==> src/inc/adcc_pkg.sv <==
// Package for the converter control block: register addresses, field
// positions, reset values and timing counts.
// Assumes an 8-bit special function register bus from the CPU core.
`default_nettype none
package adcc_pkg;
    localparam logic [7:0] ADCC_ADDR_CLKDIV   = 8'hF2;
    localparam logic [7:0] ADCC_ADDR_CONTROL  = 8'hF3;
    localparam logic [7:0] ADCC_ADDR_RES_LOW  = 8'hF4;
    localparam logic [7:0] ADCC_ADDR_RES_HIGH = 8'hF5;
    // Control register bit positions.
    localparam int ADCC_CTL_CHSEL = 0;
    localparam int ADCC_CTL_START = 3;
    localparam int ADCC_CTL_DONE  = 4;
    localparam int ADCC_CTL_EN    = 5;
    localparam int ADCC_CTL_IDLE  = 6;
    // Writable bits of the control and divider registers; the rest read as zero.
    localparam logic [7:0] ADCC_CTL_MASK    = 8'h79;
    localparam logic [7:0] ADCC_CLKDIV_MASK = 8'h1F;
    localparam logic [7:0] ADCC_RESET_VALUE = 8'h00;
    // Divider field width and the value that zero stands for.
    localparam int         ADCC_DIV_W    = 5;
    localparam logic [5:0] ADCC_DIV_ZERO = 6'h20;
    localparam int         ADCC_RES_W    = 10;
    // Converter clock periods per conversion.
    localparam logic [3:0] ADCC_CONV_PERIODS = 4'hB;
    typedef enum logic [1:0] {ADCC_IDLE, ADCC_CONVERT} adcc_state_t;
endpackage
`default_nettype wire

==> src/inc/adcc_tick_if.sv <==
// Interface carrying the converter clock enable and its divider setting.
// Assumes both ends sit on the same system clock.
`default_nettype none
interface adcc_tick_if;
    import adcc_pkg::*;
    logic [ADCC_DIV_W-1:0] divide;   // Divider field value.
    logic                  run;      // Divider active.
    logic                  tick;     // One pulse per converter period.
    modport gen (input divide, input run, output tick);
    modport use_ (output divide, output run, input tick);
endinterface
`default_nettype wire

==> src/core/adcc_clkdiv.sv <==
// Converter clock divider producing a one-cycle enable per period.
// Assumes the peripheral clock is the module clock.
`default_nettype none
module adcc_clkdiv
    import adcc_pkg::*;
(
    input  wire logic   clk,   // Peripheral clock.
    input  wire logic   rst,   // Synchronous reset, active high.
    adcc_tick_if.gen    tk     // Divider setting and tick.
);
    logic [5:0] cnt_q;
    logic [5:0] period;

    // Zero divides like thirty-two.
    assign period = (tk.divide == '0) ? ADCC_DIV_ZERO
                                      : {1'b0, tk.divide};

    // Count peripheral clocks and pulse once per period.
    always_ff @(posedge clk)
    begin
        if (rst || !tk.run)
        begin
            cnt_q   <= 6'h00;
            tk.tick <= 1'b0;
        end
        else if (cnt_q + 6'h01 >= period)
        begin
            cnt_q   <= 6'h00;
            tk.tick <= 1'b1;
        end
        else
        begin
            cnt_q   <= cnt_q + 6'h01;
            tk.tick <= 1'b0;
        end
    end
endmodule
`default_nettype wire

==> src/core/adcc_top.sv <==
// Converter control: registers, conversion sequencing and CPU stall.
// Assumes an 8-bit register bus and an external comparator/DAC result.
`default_nettype none
module adcc_top
    import adcc_pkg::*;
(
    input  wire logic                  clk,          // Peripheral clock.
    input  wire logic                  rst,          // Sync reset, high.
    input  wire logic [7:0]            reg_addr,     // Register address.
    input  wire logic                  reg_wr,       // Write strobe.
    input  wire logic                  reg_rd,       // Read strobe.
    input  wire logic [7:0]            reg_wdata,    // Write data.
    output logic      [7:0]            reg_rdata,    // Read data.
    input  wire logic                  conversion_irq_enable, // Irq enable.
    input  wire logic [ADCC_RES_W-1:0] conversion_result_in, // Analog code.
    output logic                       channel_select,  // 1 = input zero.
    output logic                       sample_hold,     // Sample strobe.
    output logic                       converter_power, // Analog enable.
    output logic                       cpu_stall,       // Freeze the core.
    output logic                       conversion_irq   // Interrupt request.
);
    adcc_tick_if tk ();

    // Register state: one flop group for each field of the control byte,
    // so that the set, clear and write rules of each field stand apart.
    // The byte that software reads is put together from them below.
    logic                  chsel_q;     // Channel select bit.
    logic                  start_q;     // Start and status bit.
    logic                  done_q;      // End-of-conversion flag.
    logic                  enable_q;    // Converter enable bit.
    logic                  idle_q;      // Pseudo-idle select bit.
    logic                  stall_q;     // Core stall for this conversion.
    logic [7:0]            clkdiv_q;    // Divider register.
    logic [ADCC_RES_W-1:0] result_q;    // Last conversion result.
    logic [ADCC_RES_W-1:0] sync1_q;     // First synchroniser stage.
    logic [ADCC_RES_W-1:0] sync2_q;     // Second synchroniser stage.
    logic [3:0]            periods_q;   // Converter periods elapsed.
    adcc_state_t           state_q;     // Sequencer state.

    // Decoded strobes and status shared by several processes; all of
    // them are combinational and settle within the bus cycle.
    logic [7:0]            ctl_byte;    // Control byte as read back.
    logic                  converting;  // A conversion is running.
    logic                  ctl_wr;      // Write to the control byte.
    logic                  div_wr;      // Write to the divider byte.
    logic                  start_wr;    // Accepted launch request.
    logic                  abort;       // Enable cleared mid-conversion.
    logic                  last_period; // Counter is in its last period.
    logic                  finish;      // Last converter period ends.

    // True when a bus strobe is raised for the given register address.
    // Used for every write decode so that all of them match exactly.
    function automatic logic adcc_hit(
        input logic       strobe,
        input logic [7:0] addr,
        input logic [7:0] target
    );
        return strobe && (addr == target);
    endfunction

    // Split the ten-bit result into one of its two bus bytes; the low
    // byte keeps its unused upper bits at zero.
    function automatic logic [7:0] adcc_result_byte(
        input logic [ADCC_RES_W-1:0] value,
        input logic                  high
    );
        return high ? value[ADCC_RES_W-1:2] : {6'h00, value[1:0]};
    endfunction

    // Divider instance clocked by the peripheral clock. It hands back a
    // one-cycle enable per converter period, never a derived clock.
    adcc_clkdiv u_div (
        .clk (clk),
        .rst (rst),
        .tk  (tk.gen)
    );

    // The divider only runs while a conversion is in progress, so each
    // conversion starts with a full first converter period.
    assign tk.divide = clkdiv_q[ADCC_DIV_W-1:0];
    assign tk.run    = converting;

    // Decode register writes and the conversion end. A start is taken
    // only from idle and only when the same write keeps the converter
    // enabled; a start written while a conversion runs changes nothing.
    assign converting  = (state_q == ADCC_CONVERT);
    assign ctl_wr      = adcc_hit(reg_wr, reg_addr, ADCC_ADDR_CONTROL);
    assign div_wr      = adcc_hit(reg_wr, reg_addr, ADCC_ADDR_CLKDIV);
    assign start_wr    = ctl_wr && !converting
                         && reg_wdata[ADCC_CTL_START]
                         && reg_wdata[ADCC_CTL_EN];
    assign abort       = ctl_wr && converting && !reg_wdata[ADCC_CTL_EN];
    assign last_period = (periods_q == ADCC_CONV_PERIODS - 4'h1);
    assign finish      = converting && tk.tick && last_period;

    // Analog result arrives from outside the clock domain. The sample-
    // and-hold keeps the code still after the first converter period, so a plain
    // two-stage synchroniser per bit is enough here.
    always_ff @(posedge clk)
    begin
        sync1_q <= conversion_result_in;
        sync2_q <= sync1_q;
    end

    // Divider register; reserved bits are kept clear. A new value
    // also changes the length of the period now being counted.
    always_ff @(posedge clk)
    begin
        if (rst)
            clkdiv_q <= ADCC_RESET_VALUE;
        else if (div_wr)
            clkdiv_q <= reg_wdata & ADCC_CLKDIV_MASK;
    end

    // Channel select bit, written freely by software. A change after the
    // first converter period of a conversion only matters for the next sample.
    always_ff @(posedge clk)
    begin
        if (rst)
            chsel_q <= ADCC_RESET_VALUE[ADCC_CTL_CHSEL];
        else if (ctl_wr)
            chsel_q <= reg_wdata[ADCC_CTL_CHSEL];
    end

    // Enable bit. Clearing it puts the analog part into standby and
    // also stops a running conversion.
    always_ff @(posedge clk)
    begin
        if (rst)
            enable_q <= ADCC_RESET_VALUE[ADCC_CTL_EN];
        else if (ctl_wr)
            enable_q <= reg_wdata[ADCC_CTL_EN];
    end

    // Start bit: set by an accepted launch, held while the conversion
    // runs and cleared by hardware at its end or when it is aborted, so
    // it never sticks. A start written without the enable bit never sets it.
    always_ff @(posedge clk)
    begin
        if (rst)
            start_q <= ADCC_RESET_VALUE[ADCC_CTL_START];
        else if (finish || abort)
            start_q <= 1'b0;
        else if (start_wr)
            start_q <= 1'b1;
    end

    // Done flag: set by hardware, written by software. A conversion end
    // in the same cycle as a software clear wins, so no result is lost.
    always_ff @(posedge clk)
    begin
        if (rst)
            done_q <= ADCC_RESET_VALUE[ADCC_CTL_DONE];
        else if (finish)
            done_q <= 1'b1;
        else if (ctl_wr)
            done_q <= reg_wdata[ADCC_CTL_DONE];
    end

    // Pseudo-idle select bit, cleared by hardware at conversion end.
    // The clear wins over a write in the same cycle.
    always_ff @(posedge clk)
    begin
        if (rst)
            idle_q <= ADCC_RESET_VALUE[ADCC_CTL_IDLE];
        else if (finish)
            idle_q <= 1'b0;
        else if (ctl_wr)
            idle_q <= reg_wdata[ADCC_CTL_IDLE];
    end

    // Core stall: armed only by a launch that carries the pseudo-idle
    // bit, so setting that bit in mid-conversion does not freeze the
    // core part way. It ends with the conversion or an abort.
    always_ff @(posedge clk)
    begin
        if (rst)
            stall_q <= ADCC_RESET_VALUE[ADCC_CTL_IDLE];
        else if (finish || abort)
            stall_q <= 1'b0;
        else if (start_wr)
            stall_q <= reg_wdata[ADCC_CTL_IDLE];
    end

    // Conversion sequencer: idle until a launch, then converting until
    // the last converter period ends or the converter is disabled. The
    // start, stall and counter flops all follow its two states.
    always_ff @(posedge clk)
    begin
        if (rst)
            state_q <= ADCC_IDLE;
        else
        begin
            case (state_q)
                ADCC_IDLE:
                begin
                    if (start_wr)
                        state_q <= ADCC_CONVERT;
                end
                ADCC_CONVERT:
                begin
                    if (abort)
                        state_q <= ADCC_IDLE;
                    else if (finish)
                        state_q <= ADCC_IDLE;
                end
                default:
                    state_q <= ADCC_IDLE;
            endcase
        end
    end

    // Converter period counter; it restarts from zero whenever the
    // sequencer is idle, so an aborted conversion leaves nothing behind
    // for the next launch.
    always_ff @(posedge clk)
    begin
        if (rst || !converting)
            periods_q <= 4'h0;
        else if (tk.tick)
            periods_q <= periods_q + 4'h1;
    end

    // Result capture at conversion end; an abort keeps the old result
    // so that a cut conversion never shows a half-made code.
    always_ff @(posedge clk)
    begin
        if (rst)
            result_q <= '0;
        else if (finish)
            result_q <= sync2_q;
    end

    // Control byte as software reads it; reserved bits stay zero
    // because they start from the all-zero value and no flop sits
    // behind them.
    always_comb
    begin
        ctl_byte                 = ADCC_RESET_VALUE;
        ctl_byte[ADCC_CTL_CHSEL] = chsel_q;
        ctl_byte[ADCC_CTL_START] = start_q;
        ctl_byte[ADCC_CTL_DONE]  = done_q;
        ctl_byte[ADCC_CTL_EN]    = enable_q;
        ctl_byte[ADCC_CTL_IDLE]  = idle_q;
    end

    // Read multiplexer; the result registers ignore writes. Reads have
    // no side effects, and an idle strobe or an unmapped address
    // returns zero.
    always_comb
    begin
        reg_rdata = 8'h00;
        if (reg_rd)
        begin
            case (reg_addr)
                ADCC_ADDR_CLKDIV:   reg_rdata = clkdiv_q;
                ADCC_ADDR_CONTROL:  reg_rdata = ctl_byte;
                ADCC_ADDR_RES_LOW:
                    reg_rdata = adcc_result_byte(result_q, 1'b0);
                ADCC_ADDR_RES_HIGH:
                    reg_rdata = adcc_result_byte(result_q, 1'b1);
                default:            reg_rdata = 8'h00;
            endcase
        end
    end

    // Analog side controls: channel bit, power and sample strobe. The
    // sample-and-hold follows its input for the first converter period
    // and holds the level for the rest of the conversion.
    assign channel_select  = chsel_q;
    assign converter_power = enable_q;
    assign sample_hold     = converting && (periods_q == 4'h0);

    // Stall only the core; peripherals keep their clock, and interrupts
    // raised meanwhile stay pending at the core until the stall drops.
    // Nothing here masks or drops an interrupt source.
    assign cpu_stall = stall_q;

    // Interrupt request follows the done flag through its enable; both
    // are levels, so the request holds until the flag is cleared.
    assign conversion_irq = done_q && conversion_irq_enable;
endmodule
`default_nettype wire

==> config.mk <==
export PLATFORM = sky130hd
export DESIGN_NAME = adcc_top
export DESIGN_NICKNAME = d
export VERILOG_FILES = /design/src/inc/adcc_pkg.sv /design/src/inc/adcc_tick_if.sv /design/src/core/adcc_clkdiv.sv /design/src/core/adcc_top.sv
export SDC_FILE = /design/constraint.sdc
export NUM_CORES = 1
export LEC_CHECK = 0
export BUFFER_PORTS_ARGS = -buffer_cell sky130_fd_sc_hd__buf_2
export CAP_MARGIN = 20
export CORE_MARGIN = 2
export CORE_UTILIZATION = 40
export CTS_CLUSTER_DIAMETER = 50
export DETAILED_ROUTE_END_ITERATION = 8
export GPL_ROUTABILITY_DRIVEN = 0
export PLACE_DENSITY = 0.67
export SETUP_SLACK_MARGIN = 0.5
export SYNTH_ARGS = -nofsm -noshare
export SYNTH_HDL_FRONTEND = slang
export SYNTH_SLANG_ARGS = --single-unit
==> constraint.sdc <==
create_clock -name clk -period 3.9 [get_ports clk]
set_clock_uncertainty 0.2 [all_clocks]
set_input_delay 0.195 -clock clk [delete_from_list [all_inputs] [get_ports clk]]
set_output_delay 0.195 -clock clk [all_outputs]
set_load 0.03 [all_outputs]
==> impl_metrics.yaml <==
outcome:
  status: "finished, final reports clean"
setup_path:
  critical_path_class: "flip-flop to flip-flop"
  critPathMaxFanout: 6
  crit_path_end_kind: "flip-flop"
  cpMaxStageDelayCell: "dfxtp_1"
  start_kind: "flip-flop"
  crit_chain: "ha_1, nand3_1, xnor2_1, ha_1, a41o_1, a21oi_1, o211ai_1, nor2b_1"
  cp.arrival_ns: 2.25
  critPathRequiredTime_ns: 3.94
  crit_top_cell: "ha_1"
  crit_path_max_incr_delay_ns: 0.40
synthesis:
  yosysSeqAreaShare_pct: 50.9
  synth_warnings: 0
  yosysUniqueCellTypes: 35
  synth_nets: 240
  syn_inst: 199
  synthTopCellsByArea: "dfxtp_1 (51%), mux2i_1 (10%), ha_1 (6.0%)"
  yosysTopAreaCell: "dfxtp_1"
  ys_seq_elements: 53
  syn-cell-area_um2: 2080
  yosysTopAreaCellShare_pct: 50.9
  post_synth.cell_area_avg_um2: 10.5
final_layout:
  final_common_cell: "dfxtp_1"
  final_nets: 300
  antenna_cells: 0
  layout-drive-gt1-share_pct: 22.0
  final_cell_mix: "dfxtp_1 (53), buf_2 (42), nor2_1 (31)"
  final_cell_area_um2: 2630
  synthToLayoutAreaGrowth_pct: 26.3
global_routing:
  grt_pass1_wl_mm: 6.52
  grt_pass1_vias: 1560
  grt_overflow_total: 0
  busiest_layer: "met2"
  grtUsageTotal_pct: 13.9
  met1_usage_pct: 15.1
  grt_max_degree: 22
  grtUsageMet3_pct: 4.27
  grt_antenna_before_repair: 0
  met2_usage_pct: 25.5
clocking:
  ctsHoldBuffers: 17
  clockBufferDepth: 2
  clkTransAtPathRegs_ns: 0.09
  clkLatencyLatePin_ns: 0.30
  cts.sinks: 53
  h-tree-depth: 2
  cts_root_buf: "clkbuf_8"
  cts_made_buffers: 5
  cts_resized: 0
  cts_tree: "yes"
  cts_setup_buffers: 0
route:
  vias: 1534
  postRouteAntennaNets: 0
  drcViolationCount: 0
  vias_per_cell: 4.66
  wl_per_cell_um: 11.5
  drt_iter0_drc: 59
  drtPass1Iterations: 4
  wl_mm: 3.79
run:
  cap_violations: 0
timing:
  drv_slew: 0
  final-setup-viol-count: 0
  worst-slew-pin-transition_ns: 0.834
  finalWorstSetupSlack_ns: 1.69
  max_freq_ghz: 0.452
  min_period_ns: 2.21
  finalHoldViolCount: 0
  whs_ns: 0.0898
  rsz0062_at_grt: "false"
  period_share_pct: 56.7
  relSlewSlack_pct: 44.2
  tns_ns: 0
floorplanning:
  initial_utilization_pct: 41.1
  core_um2: 5070
  die_width_um: 76.2
  ios: 44
  num_rows: 26
  die_area_um2: 5800
  dieHeight_um: 76.2
power_and_ir_drop:
  irDropWorstVdd_mv: 0.240
  power_per_cell_area_nw_per_um2: 362
  leakagePower_nw: 1.23
place:
  post-place-ws_ns: 1.69
  hpwl_mm: 2.76
  dpl_cell_area_um2: 2360
  portBuffers: 42
min_path:
  hold_path_class: "input port to flip-flop"
-- path summary, 6_finish.rpt --
check	start	to	slack, ns	cells after the start
worst min register to register	sync1_q[2]$_DFF_P_	sync2_q[2]$_DFF_P_	0.13	0
worst min-delay path	rst	converter_power$_SDFFE_PP0N_	0.09	2
worst max register to register	u_div.cnt_q[0]$_SDFF_PP0_	u_div.cnt_q[5]$_SDFF_PP0_	1.69	8
worst max-delay path	u_div.cnt_q[0]$_SDFF_PP0_	u_div.cnt_q[5]$_SDFF_PP0_	1.69	8
-- power breakdown --
group	internal [mW]	total (mW)	leakage (nW)	switching [mW]
combinational	0.0254	0.0447	0.740	0.0193
clock	0.187	0.354	0.0540	0.167
sequential	0.552	0.554	0.434	0.00224
total	0.764	0.952	1.23	0.189
-- through the flow --
| step | total power, mW | util (%) | std cells |
|---|---|---|---|
| global placement | 0.598 | 46.4 | 305 |
| CTS | 0.963 | 51.8 | 329 |
| floorplan | 0.578 | - | 199 |
| detailed placement | 0.599 | 46.4 | 305 |
| finish | 0.952 | 51.8 | 329 |
| global route | 0.992 | 51.8 | 329 |
-- worst max-delay path: cells and delay by family, from the launching register on --
| kind | cells | cell delay [ns] |
|---|---|---|
| compound gates | 3 | 0.62 |
| xor+xnor | 1 | 0.19 |
| fa+ha+maj | 2 | 0.48 |
| flops | 1 | 0.40 |
| simple gates | 2 | 0.26 |
-- final cells by class --
class | instances | area (um2)
Timing Repair Buffer | 59 | 380
Multi-Input combinational cell | 131 | 965
Clock inverter | 2 | 35.0
Tap cell | 70 | 87.6
Clock buffer | 5 | 68.8
Sequential cell | 53 | 1060
Fill cell | 487 | 2440
Inverter | 9 | 33.8
-- registers in the layout (all words and copies together), names as in the netlist --
register         flops
channel_select       1
clkdiv_q             5
converter_power      1
cpu_stall            1
done_q               1
idle_q               1
periods_q            4
result_q            10
start_q              1
state_q              1
sync1_q             10
sync2_q             10
u_div.cnt_q          6
u_div.tk.tick        1
-- synthesized netlist by cell type, drive strengths merged --
master    n
dfxtp    53
nor2     31
mux2i    21
ha       10
inv       9
nand3     7
a22oi     6
a21oi     5
clkbuf    5
nand4     5
nor2b     5
nand2     4
nor3      4
xor2      4
nand2b    3
nor3b     3
o211ai    3
o21a      3
xnor2     3
a22o      2
mux2      2
a2111oi   1
a21o      1
a41o      1
and2      1
and3b     1
and4      1
and4b     1
buf       1
nand3b    1
nor4b     1
or3       1
-- routing by layer --
metal	vias up	share of wire, %
met4	0	1.6
li1	811	-
met1	685	46
met3	6	4.2
met2	32	48
met5	-	0
-- cells by family (layout without fill, tap and decap cells) --
group	Yosys count	in the layout	share of synthesized area (%)
AOI/OAI and AO/OA	22	22	8.05
xor gates and xnor gates	7	7	2.94
adders and majority gates	10	10	6.01
muxes	23	23	11.2
buffers and inverters	15	75	2.76
DFF	53	53	50.9
and+or+nand+nor	69	69	18.1
Note: power is estimated with default switching activity, not from simulation.
